$ cat src/inc/irfc_defs.vh
`ifndef IRFC_DEFS_VH
`define IRFC_DEFS_VH
// ==========================================================
// register indices, byte address is index times four
`define IRFC_IDX_DIV_LO 3'h0
`define IRFC_IDX_DIV_HI 3'h1
`define IRFC_IDX_FLOW 3'h2
`define IRFC_IDX_BANK 3'h3
`define IRFC_IDX_IRCFG 3'h4
`define IRFC_IDX_FSTAT 3'h5
`define IRFC_IDX_LEN_LO 3'h6
`define IRFC_IDX_LEN_HI 3'h7
`define IRFC_IDX_STATUS 4'h8
// ==========================================================
// fixed read values and resets
`define IRFC_BANK_READ 8'hec
`define IRFC_BANK_RESET 8'hec
`define IRFC_HSK_DISABLED 8'h30
`define IRFC_ZERO8 8'h00
`define IRFC_FLOW_MASK 8'hef
`define IRFC_IRCFG_MASK 8'h73
// ==========================================================
// flow control setup fields
`define IRFC_FL_EN 0
`define IRFC_FL_RELOAD 1
`define IRFC_FL_DMA 2
`define IRFC_FL_SWAP 3
`define IRFC_FL_MODE_HI 7
`define IRFC_FL_MODE_LO 5
// ==========================================================
// infrared config fields
`define IRFC_FULL_DUPLEX_SELECT 0
`define IRFC_IR_HSKDIS 1
`define IRFC_IR_AUX 4
`define IRFC_IR_SPLIT 5
`define IRFC_IR_THR 6
// ==========================================================
// status entry fields
`define IRFC_ST_VALID 7
`define IRFC_ST_LOST 6
`define IRFC_ST_MAXLEN 4
`define IRFC_ST_PHY 3
`define IRFC_ST_CRC 2
`define IRFC_ST_RXOV 1
`define IRFC_ST_FOV 0
`define IRFC_THR_LOW 4'h2
`define IRFC_THR_HIGH 4'h4
`define IRFC_RESP_OKAY 2'b00
`define IRFC_RESP_SLVERR 2'b10
`endif

$ cat src/logic/irfc_mem.v
`timescale 1ns/1ps
// ==========================================================
// small status memory, registered read
module irfc_mem #(
  parameter WIDTH = 17,
  parameter AW = 3
) (
  // clock
  input wire clk,
  // write port
  input wire wr_en,
  input wire [AW-1:0] wr_addr,
  input wire [WIDTH-1:0] wr_data,
  // read port
  input wire [AW-1:0] rd_addr,
  output reg [WIDTH-1:0] rd_data
);
  reg [WIDTH-1:0] mem [0:(1<<AW)-1];
  // write and registered read
  always @(posedge clk)
  begin
    if (wr_en)
    begin
      mem[wr_addr] <= wr_data;
    end
    // write-through keeps a fresh bottom entry visible at once
    rd_data <= (wr_en && (wr_addr == rd_addr)) ? wr_data : mem[rd_addr];
  end
endmodule // irfc_mem

$ cat src/logic/irfc_top.v
`timescale 1ns/1ps
`include "irfc_defs.vh"
// Summary of operation
// - bank select write stores, read returns ECH
// - reload divisor on fast-to-slow switch
// - flow bit 1 allows divisor reload
// - flow bits 7-5 copied to handshake mode
// - flow bit 3 picks rx or tx DMA
// - flow bit 2 enables DMA under flow
// - flow bit 0 gates bits 7-1; bit4 zero
// - config bit 6 threshold 2 or 4, interrupt
// - config bit 5 automatic frame splitting
// - config bit 4 routes auxiliary receive pin
// - config bit 1 forces handshake read 30H
// - config bit 0 selects full duplex
// - offset 5 shows oldest status entry
// - bit 7 marks valid bottom entry
// - bit 6 flags lost frames
// - bit 4 marks maximum length exceeded
// - bit 3 marks physical layer error
// - bit 2 marks CRC failure
// - bit 1 marks receive fifo overrun
// - bit 0 marks status fifo overrun
// - length high read pops the fifo
// - offset 6 shows lost count while lost
module irfc_top #(
  parameter DEPTH_LOG2 = 3
) (
  // clock and reset
  input wire aclk,
  input wire aresetn,
  // axi4-lite write address
  input wire [5:0] s_axi_awaddr,
  input wire s_axi_awvalid,
  output reg s_axi_awready,
  // axi4-lite write data
  input wire [31:0] s_axi_wdata,
  input wire [3:0] s_axi_wstrb,
  input wire s_axi_wvalid,
  output reg s_axi_wready,
  // axi4-lite write response
  output reg [1:0] s_axi_bresp,
  output reg s_axi_bvalid,
  input wire s_axi_bready,
  // axi4-lite read address
  input wire [5:0] s_axi_araddr,
  input wire s_axi_arvalid,
  output reg s_axi_arready,
  // axi4-lite read data
  output reg [31:0] s_axi_rdata,
  output reg [1:0] s_axi_rresp,
  output reg s_axi_rvalid,
  input wire s_axi_rready,
  // rate switch event and handshake register face
  input wire rate_fast_to_slow,
  input wire [7:0] handshake_status_in,
  output reg [15:0] advanced_baud_divisor,
  output reg advanced_divisor_load,
  output reg [2:0] advanced_handshake_mode,
  output reg advanced_mode_load,
  output reg [7:0] handshake_status_reg,
  // dma routing
  output reg flow_dma_rx,
  output reg flow_dma_tx,
  // infrared controls
  output reg auto_frame_split,
  output reg full_duplex_select,
  output reg status_fifo_interrupt,
  // receive pins
  input wire infrared_receive_pin,
  input wire primary_receive_pin,
  output reg receiver_data,
  // frame end events from receiver
  input wire frame_end,
  input wire frame_lost,
  input wire [12:0] frame_byte_count,
  input wire max_length_exceeded,
  input wire physical_layer_error,
  input wire crc_error,
  input wire receive_fifo_overrun,
  // bank visible to other register sets
  output reg [7:0] bank_select
);
  // ==========================================================
  // register state
  reg [7:0] flow_divisor_low;
  reg [7:0] flow_divisor_high;
  reg [7:0] flow_control_setup;
  reg [7:0] infrared_config_one;
  reg [7:0] lost_frame_count;
  reg frames_lost_flag;
  reg status_fifo_overrun;
  reg [DEPTH_LOG2-1:0] wr_ptr;
  reg [DEPTH_LOG2-1:0] rd_ptr;
  reg [DEPTH_LOG2:0] fill;
  reg [2:0] pin_sync_aux;
  reg [2:0] pin_sync_pri;
  reg aux_level;
  reg pri_level;
  reg wr_addr_held;
  reg wr_data_held;
  reg [5:0] wr_addr_q;
  reg [31:0] wr_data_q;
  reg [3:0] wr_strb_q;
  wire [16:0] bottom_entry;
  wire fifo_full;
  wire fifo_empty;
  wire push;
  wire pop;
  wire do_write;
  wire do_read;
  wire flow_on;
  wire [3:0] thr_level;
  wire [DEPTH_LOG2-1:0] next_rd_ptr;
  // ==========================================================
  // decode helpers
  function [3:0] reg_index;
    input [5:0] addr;
    begin
      reg_index = {addr[5], addr[4:2]};
    end
  endfunction
  function in_map;
    input [5:0] addr;
    begin
      in_map = (addr[1:0] == 2'b00) && (reg_index(addr) <= `IRFC_IDX_STATUS);
    end
  endfunction
  // ==========================================================
  // status fifo storage
  assign fifo_empty = (fill == {(DEPTH_LOG2+1){1'b0}});
  assign fifo_full = fill[DEPTH_LOG2];
  assign push = frame_end && !fifo_full;
  assign pop = do_read && (reg_index(s_axi_araddr) == {1'b0, `IRFC_IDX_LEN_HI})
    && in_map(s_axi_araddr) && !fifo_empty;
  assign next_rd_ptr = pop ? rd_ptr + 1'b1 : rd_ptr;
  irfc_mem #(
    .WIDTH(17),
    .AW(DEPTH_LOG2)
  ) u_mem (
    .clk(aclk),
    .wr_en(push),
    .wr_addr(wr_ptr),
    .wr_data({max_length_exceeded, physical_layer_error, crc_error,
      receive_fifo_overrun, frame_byte_count}),
    .rd_addr(next_rd_ptr),
    .rd_data(bottom_entry)
  );
  // fifo pointers, overrun and lost tracking
  always @(posedge aclk)
  begin
    if (!aresetn)
    begin
      wr_ptr <= {DEPTH_LOG2{1'b0}};
      rd_ptr <= {DEPTH_LOG2{1'b0}};
      fill <= {(DEPTH_LOG2+1){1'b0}};
      status_fifo_overrun <= 1'b0;
      frames_lost_flag <= 1'b0;
      lost_frame_count <= `IRFC_ZERO8;
    end
    else
    begin
      if (push)
      begin
        wr_ptr <= wr_ptr + 1'b1;
      end
      rd_ptr <= next_rd_ptr;
      fill <= fill + {{DEPTH_LOG2{1'b0}}, push} - {{DEPTH_LOG2{1'b0}}, pop};
      // set wins over clear by pop
      if (frame_end && fifo_full)
      begin
        status_fifo_overrun <= 1'b1;
      end
      else if (pop)
      begin
        status_fifo_overrun <= 1'b0;
      end
      if (frame_lost || (frame_end && fifo_full))
      begin
        frames_lost_flag <= 1'b1;
        if (lost_frame_count != 8'hff)
        begin
          lost_frame_count <= lost_frame_count + 8'h01;
        end
      end
      else if (pop)
      begin
        frames_lost_flag <= 1'b0;
        lost_frame_count <= `IRFC_ZERO8;
      end
    end
  end
  // ==========================================================
  // axi write channel capture
  assign do_write = wr_addr_held && wr_data_held && !s_axi_bvalid;
  always @(posedge aclk)
  begin
    if (!aresetn)
    begin
      wr_addr_held <= 1'b0;
      wr_data_held <= 1'b0;
      wr_addr_q <= 6'h00;
      wr_data_q <= 32'h0000_0000;
      wr_strb_q <= 4'h0;
      s_axi_awready <= 1'b0;
      s_axi_wready <= 1'b0;
      s_axi_bvalid <= 1'b0;
      s_axi_bresp <= `IRFC_RESP_OKAY;
    end
    else
    begin
      s_axi_awready <= !wr_addr_held && !s_axi_awready && !s_axi_bvalid;
      s_axi_wready <= !wr_data_held && !s_axi_wready && !s_axi_bvalid;
      if (s_axi_awvalid && s_axi_awready)
      begin
        wr_addr_held <= 1'b1;
        wr_addr_q <= s_axi_awaddr;
        s_axi_awready <= 1'b0;
      end
      if (s_axi_wvalid && s_axi_wready)
      begin
        wr_data_held <= 1'b1;
        wr_data_q <= s_axi_wdata;
        wr_strb_q <= s_axi_wstrb;
        s_axi_wready <= 1'b0;
      end
      if (do_write)
      begin
        wr_addr_held <= 1'b0;
        wr_data_held <= 1'b0;
        s_axi_bvalid <= 1'b1;
        s_axi_bresp <= in_map(wr_addr_q) ? `IRFC_RESP_OKAY : `IRFC_RESP_SLVERR;
      end
      else if (s_axi_bvalid && s_axi_bready)
      begin
        s_axi_bvalid <= 1'b0;
      end
    end
  end
  // ==========================================================
  // register writes, low byte lane only
  always @(posedge aclk)
  begin
    if (!aresetn)
    begin
      flow_divisor_low <= `IRFC_ZERO8;
      flow_divisor_high <= `IRFC_ZERO8;
      flow_control_setup <= `IRFC_ZERO8;
      infrared_config_one <= `IRFC_ZERO8;
      bank_select <= `IRFC_BANK_RESET;
    end
    else if (do_write && wr_strb_q[0] && in_map(wr_addr_q))
    begin
      case (reg_index(wr_addr_q))
        {1'b0, `IRFC_IDX_DIV_LO}: flow_divisor_low <= wr_data_q[7:0];
        {1'b0, `IRFC_IDX_DIV_HI}: flow_divisor_high <= wr_data_q[7:0];
        {1'b0, `IRFC_IDX_FLOW}: flow_control_setup <= wr_data_q[7:0] & `IRFC_FLOW_MASK;
        {1'b0, `IRFC_IDX_BANK}: bank_select <= wr_data_q[7:0];
        {1'b0, `IRFC_IDX_IRCFG}: infrared_config_one <= wr_data_q[7:0] & `IRFC_IRCFG_MASK;
        default: bank_select <= bank_select;
      endcase
    end
  end
  // ==========================================================
  // axi read channel
  assign do_read = s_axi_arvalid && s_axi_arready;
  always @(posedge aclk)
  begin
    if (!aresetn)
    begin
      s_axi_arready <= 1'b0;
      s_axi_rvalid <= 1'b0;
      s_axi_rdata <= 32'h0000_0000;
      s_axi_rresp <= `IRFC_RESP_OKAY;
    end
    else
    begin
      s_axi_arready <= !s_axi_arready && !s_axi_rvalid && s_axi_arvalid;
      if (do_read)
      begin
        s_axi_arready <= 1'b0;
        s_axi_rvalid <= 1'b1;
        s_axi_rresp <= in_map(s_axi_araddr) ? `IRFC_RESP_OKAY : `IRFC_RESP_SLVERR;
        s_axi_rdata <= 32'h0000_0000;
        case (reg_index(s_axi_araddr))
          {1'b0, `IRFC_IDX_DIV_LO}: s_axi_rdata[7:0] <= flow_divisor_low;
          {1'b0, `IRFC_IDX_DIV_HI}: s_axi_rdata[7:0] <= flow_divisor_high;
          {1'b0, `IRFC_IDX_FLOW}: s_axi_rdata[7:0] <= flow_control_setup;
          {1'b0, `IRFC_IDX_BANK}: s_axi_rdata[7:0] <= `IRFC_BANK_READ;
          {1'b0, `IRFC_IDX_IRCFG}: s_axi_rdata[7:0] <= infrared_config_one;
          {1'b0, `IRFC_IDX_FSTAT}: s_axi_rdata[7:0] <= {!fifo_empty, frames_lost_flag,
            1'b0, fifo_empty ? 4'h0 : bottom_entry[16:13], status_fifo_overrun};
          {1'b0, `IRFC_IDX_LEN_LO}: s_axi_rdata[7:0] <= frames_lost_flag
            ? lost_frame_count : bottom_entry[7:0];
          {1'b0, `IRFC_IDX_LEN_HI}: s_axi_rdata[4:0] <= bottom_entry[12:8];
          `IRFC_IDX_STATUS: s_axi_rdata[7:0] <= {4'h0, fill};
          default: s_axi_rdata <= 32'h0000_0000;
        endcase
      end
      else if (s_axi_rvalid && s_axi_rready)
      begin
        s_axi_rvalid <= 1'b0;
      end
    end
  end
  // ==========================================================
  // flow control actions
  assign flow_on = flow_control_setup[`IRFC_FL_EN];
  assign thr_level = infrared_config_one[`IRFC_IR_THR] ? `IRFC_THR_HIGH : `IRFC_THR_LOW;
  always @(posedge aclk)
  begin
    if (!aresetn)
    begin
      advanced_baud_divisor <= 16'h0000;
      advanced_divisor_load <= 1'b0;
      advanced_handshake_mode <= 3'h0;
      advanced_mode_load <= 1'b0;
      flow_dma_rx <= 1'b0;
      flow_dma_tx <= 1'b0;
      auto_frame_split <= 1'b0;
      full_duplex_select <= 1'b0;
      status_fifo_interrupt <= 1'b0;
      handshake_status_reg <= `IRFC_HSK_DISABLED;
    end
    else
    begin
      advanced_divisor_load <= 1'b0;
      advanced_mode_load <= 1'b0;
      if (rate_fast_to_slow && flow_on && flow_control_setup[`IRFC_FL_RELOAD])
      begin
        advanced_baud_divisor <= {flow_divisor_high, flow_divisor_low};
        advanced_divisor_load <= 1'b1;
      end
      if (rate_fast_to_slow && flow_on)
      begin
        advanced_handshake_mode <=
          flow_control_setup[`IRFC_FL_MODE_HI:`IRFC_FL_MODE_LO];
        advanced_mode_load <= 1'b1;
      end
      flow_dma_rx <= flow_on && flow_control_setup[`IRFC_FL_DMA]
        && !flow_control_setup[`IRFC_FL_SWAP];
      flow_dma_tx <= flow_on && flow_control_setup[`IRFC_FL_DMA]
        && flow_control_setup[`IRFC_FL_SWAP];
      auto_frame_split <= infrared_config_one[`IRFC_IR_SPLIT];
      full_duplex_select <= infrared_config_one[`IRFC_FULL_DUPLEX_SELECT];
      status_fifo_interrupt <= (fill >= thr_level[DEPTH_LOG2:0]);
      handshake_status_reg <= infrared_config_one[`IRFC_IR_HSKDIS]
        ? `IRFC_HSK_DISABLED : handshake_status_in;
    end
  end
  // ==========================================================
  // receive pin synchronisers and routing
  always @(posedge aclk)
  begin
    if (!aresetn)
    begin
      pin_sync_aux <= 3'b111;
      pin_sync_pri <= 3'b111;
      aux_level <= 1'b1;
      pri_level <= 1'b1;
      receiver_data <= 1'b1;
    end
    else
    begin
      pin_sync_aux <= {pin_sync_aux[1:0], infrared_receive_pin};
      pin_sync_pri <= {pin_sync_pri[1:0], primary_receive_pin};
      if (pin_sync_aux[1] == pin_sync_aux[2])
      begin
        aux_level <= pin_sync_aux[2];
      end
      if (pin_sync_pri[1] == pin_sync_pri[2])
      begin
        pri_level <= pin_sync_pri[2];
      end
      receiver_data <= infrared_config_one[`IRFC_IR_AUX] ? aux_level : pri_level;
    end
  end
endmodule // irfc_top
$ cat config.mk
export PLATFORM = sky130hd
export DESIGN_NAME = irfc_top
export DESIGN_NICKNAME = d
export VERILOG_FILES = /design/src/logic/irfc_mem.v /design/src/logic/irfc_top.v
export VERILOG_INCLUDE_DIRS = /design/src /design/src/inc
export SDC_FILE = /design/constraint.sdc
export NUM_CORES = 1
export LEC_CHECK = 0
export ABC_CLOCK_PERIOD_IN_PS = 5700
export BUFFER_PORTS_ARGS = -buffer_cell sky130_fd_sc_hd__buf_2
export CAP_MARGIN = 20
export CORE_MARGIN = 1
export CORE_UTILIZATION = 47
export DETAILED_ROUTE_END_ITERATION = 10
export PLACE_DENSITY = 0.68
export SLEW_MARGIN = 20
export SYNTH_ARGS = -nofsm -noshare
export SYNTH_HDL_FRONTEND = slang
export SYNTH_SLANG_ARGS = --single-unit
$ cat constraint.sdc
create_clock -name aclk -period 5.7 [get_ports aclk]
set_clock_uncertainty 0.2 [all_clocks]
set_input_delay 0.285 -clock aclk [delete_from_list [all_inputs] [get_ports aclk]]
set_output_delay 0.285 -clock aclk [all_outputs]
set_load 0.02 [all_outputs]
Word-level counts from Yosys, hierarchy flattened
Memory sizes are Yosys's and may differ from the RTL's. A register that Yosys moved wholly into a read port is not among the register bits.
Cells that the tools add are included.

operators by class
  $add $sub $neg = 5
  order comparisons = 3
  equal/unequal tests = 16
  muxes and demuxes = 23
  bitwise operators = 1
  reduce and logical (&&, ||, !) cells = 58

operators by type and width
  cell                 number
  $pmux 5 s9           1
  $mux 8               4
  $logic_and 1x1->1    27
  $pmux 3 s7           1
  $eq 4x3->1 const B   5
  $eq 4x2->1 const B   4
  $logic_not 4->1      3
  $mux 1               12
  $reduce_and 2->1     6
  $logic_not 1->1      10
  $reduce_or 2->1      5
  $add 8x1->8 const B  1
  $eq 4x1->1 const B   2
  $le 4x4->1 const B   2
  $ne 8x8->1 const B   1
  $reduce_bool 2->1    4
  $add 3x1->3 const B  2
  $mux 3               2
  $add 4x1->4          1
  $eq 4x4->1 const B   1
  $ge 4x3->1           1
  $logic_not 2->1      2
  $mux 2               2
  $mux 4               1
  other kinds (5)      6

storage, ports and cells
  register bits after elaboration = 133
  bits in writable memories = 136
  bits of input ports = 85
  output and inout bits = 84
  logic and storage cells = 146
  memories kept = 1

memories
  name       words  bits a word  rd ports  clocked after Yosys merged registers in  write ports  RTL line       source
  u_mem.mem  8      17           1         1                                        1            irfc_mem.v:18  reg [WIDTH-1:0] mem [0:(1<<AW)-1];

Depth between registers and ports, before layout
  depth in word-level cells = 6
  gate-level depth with buffers = 14
  depth with buffers taken out = 12

Cells and area by module
Synthesis repeated with hierarchy kept, for this count alone.

unflattened totals
  cells, all modules = 856
  area, all modules = 11064.4 um2

modules (own cells, without submodules)
  module    times used  cells an instance  area an instance (um2)  sequential area each (um2)
  irfc_top  1           643                5745.5                  2622.5
  irfc_mem  1           213                5318.9                  4144.0

Worst setup path after synthesis
No wires, ideal clock.

  path type = in2reg
  from = in s_axi_araddr[3]
  to = reg fill[2]
  setup time = 0.128 ns
  data arrival time = 2.881 ns
  required time = 5.372 ns
  setup slack = 2.492 ns
  stages on the path = 14
  buffers on the path = 3
  cells stage by stage = buf_2 > or3_1 > buf_2 > a2111o_1 > or3_1 > buf_6 > clkinv_4 > ha_1 > inv_1 > ha_1 > inv_1 > fa_1 > xor2_1 > nor2_1

on the way
  cells in the longest elaborated chain, start to end = 5
  elaborated cells on any way between the ends = 7
  those cells by class = add/sub (1); order compare (1); eq/ne (1); reduce/logical (4)

ends and longest elaborated chain
  element                                             RTL line                        source
  from (decl)                                         irfc_top.v:46                   input wire [5:0] s_axi_araddr,
  $le 4x4->1 (no line) or $eq 4x3->1 (tied branches)  n/a
  $logic_and 1x1->1 (on tied branches)                irfc_top.v:126, irfc_top.v:134
  $logic_and 1x1->1 * (2 in series)                   irfc_top.v:134                  assign pop = do_read && (reg_index(s_axi_araddr) == {1'b0, `IRFC_IDX_LEN_HI})
  $sub 4x1->4 *                                       irfc_top.v:168                  fill <= fill + {{DEPTH_LOG2{1'b0}}, push} - {{DEPTH_LOG2{1'b0}}, pop};
  to (signal assigned)                                irfc_top.v:156                  fill <= {(DEPTH_LOG2+1){1'b0}};
  to (signal assigned)                                irfc_top.v:168
  to (decl)                                           irfc_top.v:95                   reg [DEPTH_LOG2:0] fill;

Every way passes the cells marked *; elsewhere a longest branch is shown, timed or not.
A chain may end at the register's enable or synchronous reset.

Final worst setup path
  from = in s_axi_arvalid
  to = reg fill[2]

on the way
  cells in the longest elaborated chain, start to end = 5

ends and longest elaborated chain
  element                          RTL line        source
  from (decl)                      irfc_top.v:47   input wire s_axi_arvalid,
  $logic_and 1x1->1                irfc_top.v:266  assign do_read = s_axi_arvalid && s_axi_arready;
  $logic_and 1x1->1 (3 in series)  irfc_top.v:134
  $sub 4x1->4                      irfc_top.v:168

No other way between the ends.

==> impl_results.md <==
- Outcome: finished, final reports clean
- Setup crit start kind: primary input
- Post-synthesis sequential area ratio: 62.9%
- Largest register by flop count: u_mem.mem
- Nature of the critical path endpoint: register
- Post-synth top cells: edfxtp_1, dfxtp_1, nand2_1
- Horiz. Die Dim: 153 um
- Syn Std Cell Area: 10800 um^2
- Via count: 7377
- Area leader, netlist: edfxtp_1
- Largest cells by area after synthesis: edfxtp_1, dfxtp_1, mux4_2
- Slew @ Worst Pin: 1050 ps
- Worst vdd ir: 0.000283 V
- Number of flops mapped to enable cells by yosys: 136
- Pwr Density: 331 nW/um^2
- Starting Density: 48.5%
- Post-synth cell types: 56
- Final Wtd Congestion: 0.856
- Antenna Violating Nets Remaining: 0
- Ys flop type: edfxtp_1
- Row cnt: 54
- CP Class: primary input to register
- Syn Inst Count: 894
- Max Clk Rate: 310 MHz
- Share of cells above drive strength 1: 19.1%
- Root buffer cell: clkbuf_16
- CP required: 5910 ps
- FF+latch count, synth: 270
- Hpwl dp: 15700 um
- Slew margin rel.: 29.7%
- Initial antenna violation count: 3
- DRT Wirelength: 24600 um
- Fin. Hold Viols: 0
- Routed len/inst: 18.0 um
- Yosys warns: 0
- Setup Viol. Count Final: 0
- Share of the cycle needed by the critical path after routing: 56.6%
- Post-Layout Inst Area: 13000 um^2
- DR pass1 iterations: 4
- Initial DRC Count: 506
- Share of the synthesized area in the top cell type: 38.0%
- Worst EP arrival: 3430 ps
- IO Pins: 169
- Vias per std cell: 5.41
- PortBufs: 115
- Vias in the first global route: 7104
- GR Util All Layers: 21.1%
- CTS H-tree depth: 1
- Unrepaired setup endpoints after global routing: no
- Number of buffers created by CTS: 27
- First-pass GRT wire length: 38500 um
- Core area: 22200 um^2
- LEAKAGE: 4.74 nW
- Tmin final: 3220 ps
- Biggest regs: u_mem.mem x136, advanced_baud_divisor x16
- Syn avg cell area: 12.0 um^2
- Clock latency at the later pin of the worst-skew pair: 550 ps
- Nets: 1156
- Max_cap viols: 0
- Placement Cell Area: 11500 um^2
- Max FFs per register: 136
- Clk sinks: 270
- Worst Hold Class: primary input to register
- Total gr overflow: 0
- Max FO, Critical Path: 12
- FFs w/ async S/R, synth: 0%
- Final TNS setup: 0 ps
- Remaining DRCs: 0
- Die area: 23500 um^2
- Slew Limit Fails: 0
- Clock-pin slew on the worst setup and hold paths: 60 ps
- Area delta synth->final: 20.5%
- Top-count cell post-synth: edfxtp_1
- Post-CTS setup buffer count: 0
- DIE HEIGHT: 153 um
- Pin count of the biggest net entering global routing: 53
- Max Root-Sink Buffers: 3
- CTS tree: done
## cell type report
type	instances	area [um^2]
fill	1825	9200
sequential	270	6770
multi-input combinational	552	3610
timing repair buffer	184	1230
clock buffer	35	726
tap	280	350
clock inverter	15	166
inverter	25	98.8
antenna	3	7.51
## repair_timing
item	4_1_cts	5_1_grt
endpoints found under the hold margin	172	0
hold buffers	56	0
gates resized for setup	0	0
## power breakdown
| group | leakage, nW | switching [mW] | total (mW) | internal (mW) |
|---|---|---|---|---|
| combinational | 1.99 | 0.201 | 0.340 | 0.138 |
| sequential | 2.32 | 0.0478 | 2.17 | 2.12 |
| clock | 0.436 | 0.743 | 1.78 | 1.04 |
## placed cells by master (no fill, tap or decap), drive strengths merged, types with 4 or more instances in the layout
master       synthesis  routed
a211oi               6       6
nor3                11      11
or3                  4       4
nand3               40      40
dfxtp              134     134
nand2b              18      18
inv                 24      25
nand2              112     112
dlygate4sd3          0      56
edfxtp             136     136
xnor2               10      10
conb                 1      26
o22ai                9       9
a21oi               60      60
o21ai               28      28
buf                 37     128
clkbuf              35      35
a22oi               12      12
clkinv               1      11
mux2i               41      41
mux4                26      26
a31oi                8       8
nor2                58      58
nand3b               7       7
nor2b                7       7
a211o                5       5
and2                16      16
ha                  10      10
## metal layers
metal	vias up	track usage [%]	share of wire, %
li1	3509	-	-
met1	3568	28.0	44
met2	254	34.9	47
met3	46	3.23	5.8
met4	0	7.74	2.7
met5	-	0	0
## final timing paths
kind / start / endpoint / slack, ps / depth (start not counted)
setup / recovery: s_axi_arvalid / fill[2] / 2480 / 13
hold / removal: s_axi_awvalid / wr_addr_held / 30 / 3
setup reg to reg: s_axi_arready / fill[2] / 2480 / 11
hold reg to reg: pin_sync_pri[0] / pin_sync_pri[1] / 210 / 1
## stage by stage
stage	setup WS, ps	util, %	power, mW	hold slack, ps	instances
4_1_cts	2500	58.5	4.32	3.74	1361
6_report	2480	58.5	4.29	29.6	1364
3_5_place_dp	2180	51.9	2.52	198	1255
2_1_floorplan	2490	-	2.42	184	919
5_1_grt	2300	58.5	4.44	63.8	1364
3_3_place_gp	2200	51.9	2.52	191	1255
## worst max-delay path, cell delays in order
cell and delay, ps:
dlygate4sd3_1 530, buf_2 120, nand2_1 270, a2111o_1 490, or3_1 550, clkinv_4 110, ha_1 220, inv_1 50
ha_1 160, inv_1 60, fa_1 370, xor2_1 160, nor2_1 50
## kinds of logic (layout without fill, tap and decap cells)
kind of cell	after synthesis	in the layout	share of synthesized area (%)
AND/OR/NAND/NOR	287	287	12.3
multiplexers	70	70	9.61
adder cells (fa/ha/maj)	11	11	1.35
flip-flops	270	270	62.9
XOR/XNOR	12	12	1.05
buffers and inverters	97	259	4.48
other	1	29	0.0349
AO/OA/AOI/OAI	146	146	8.27
(Power assumes the default switching activity.)
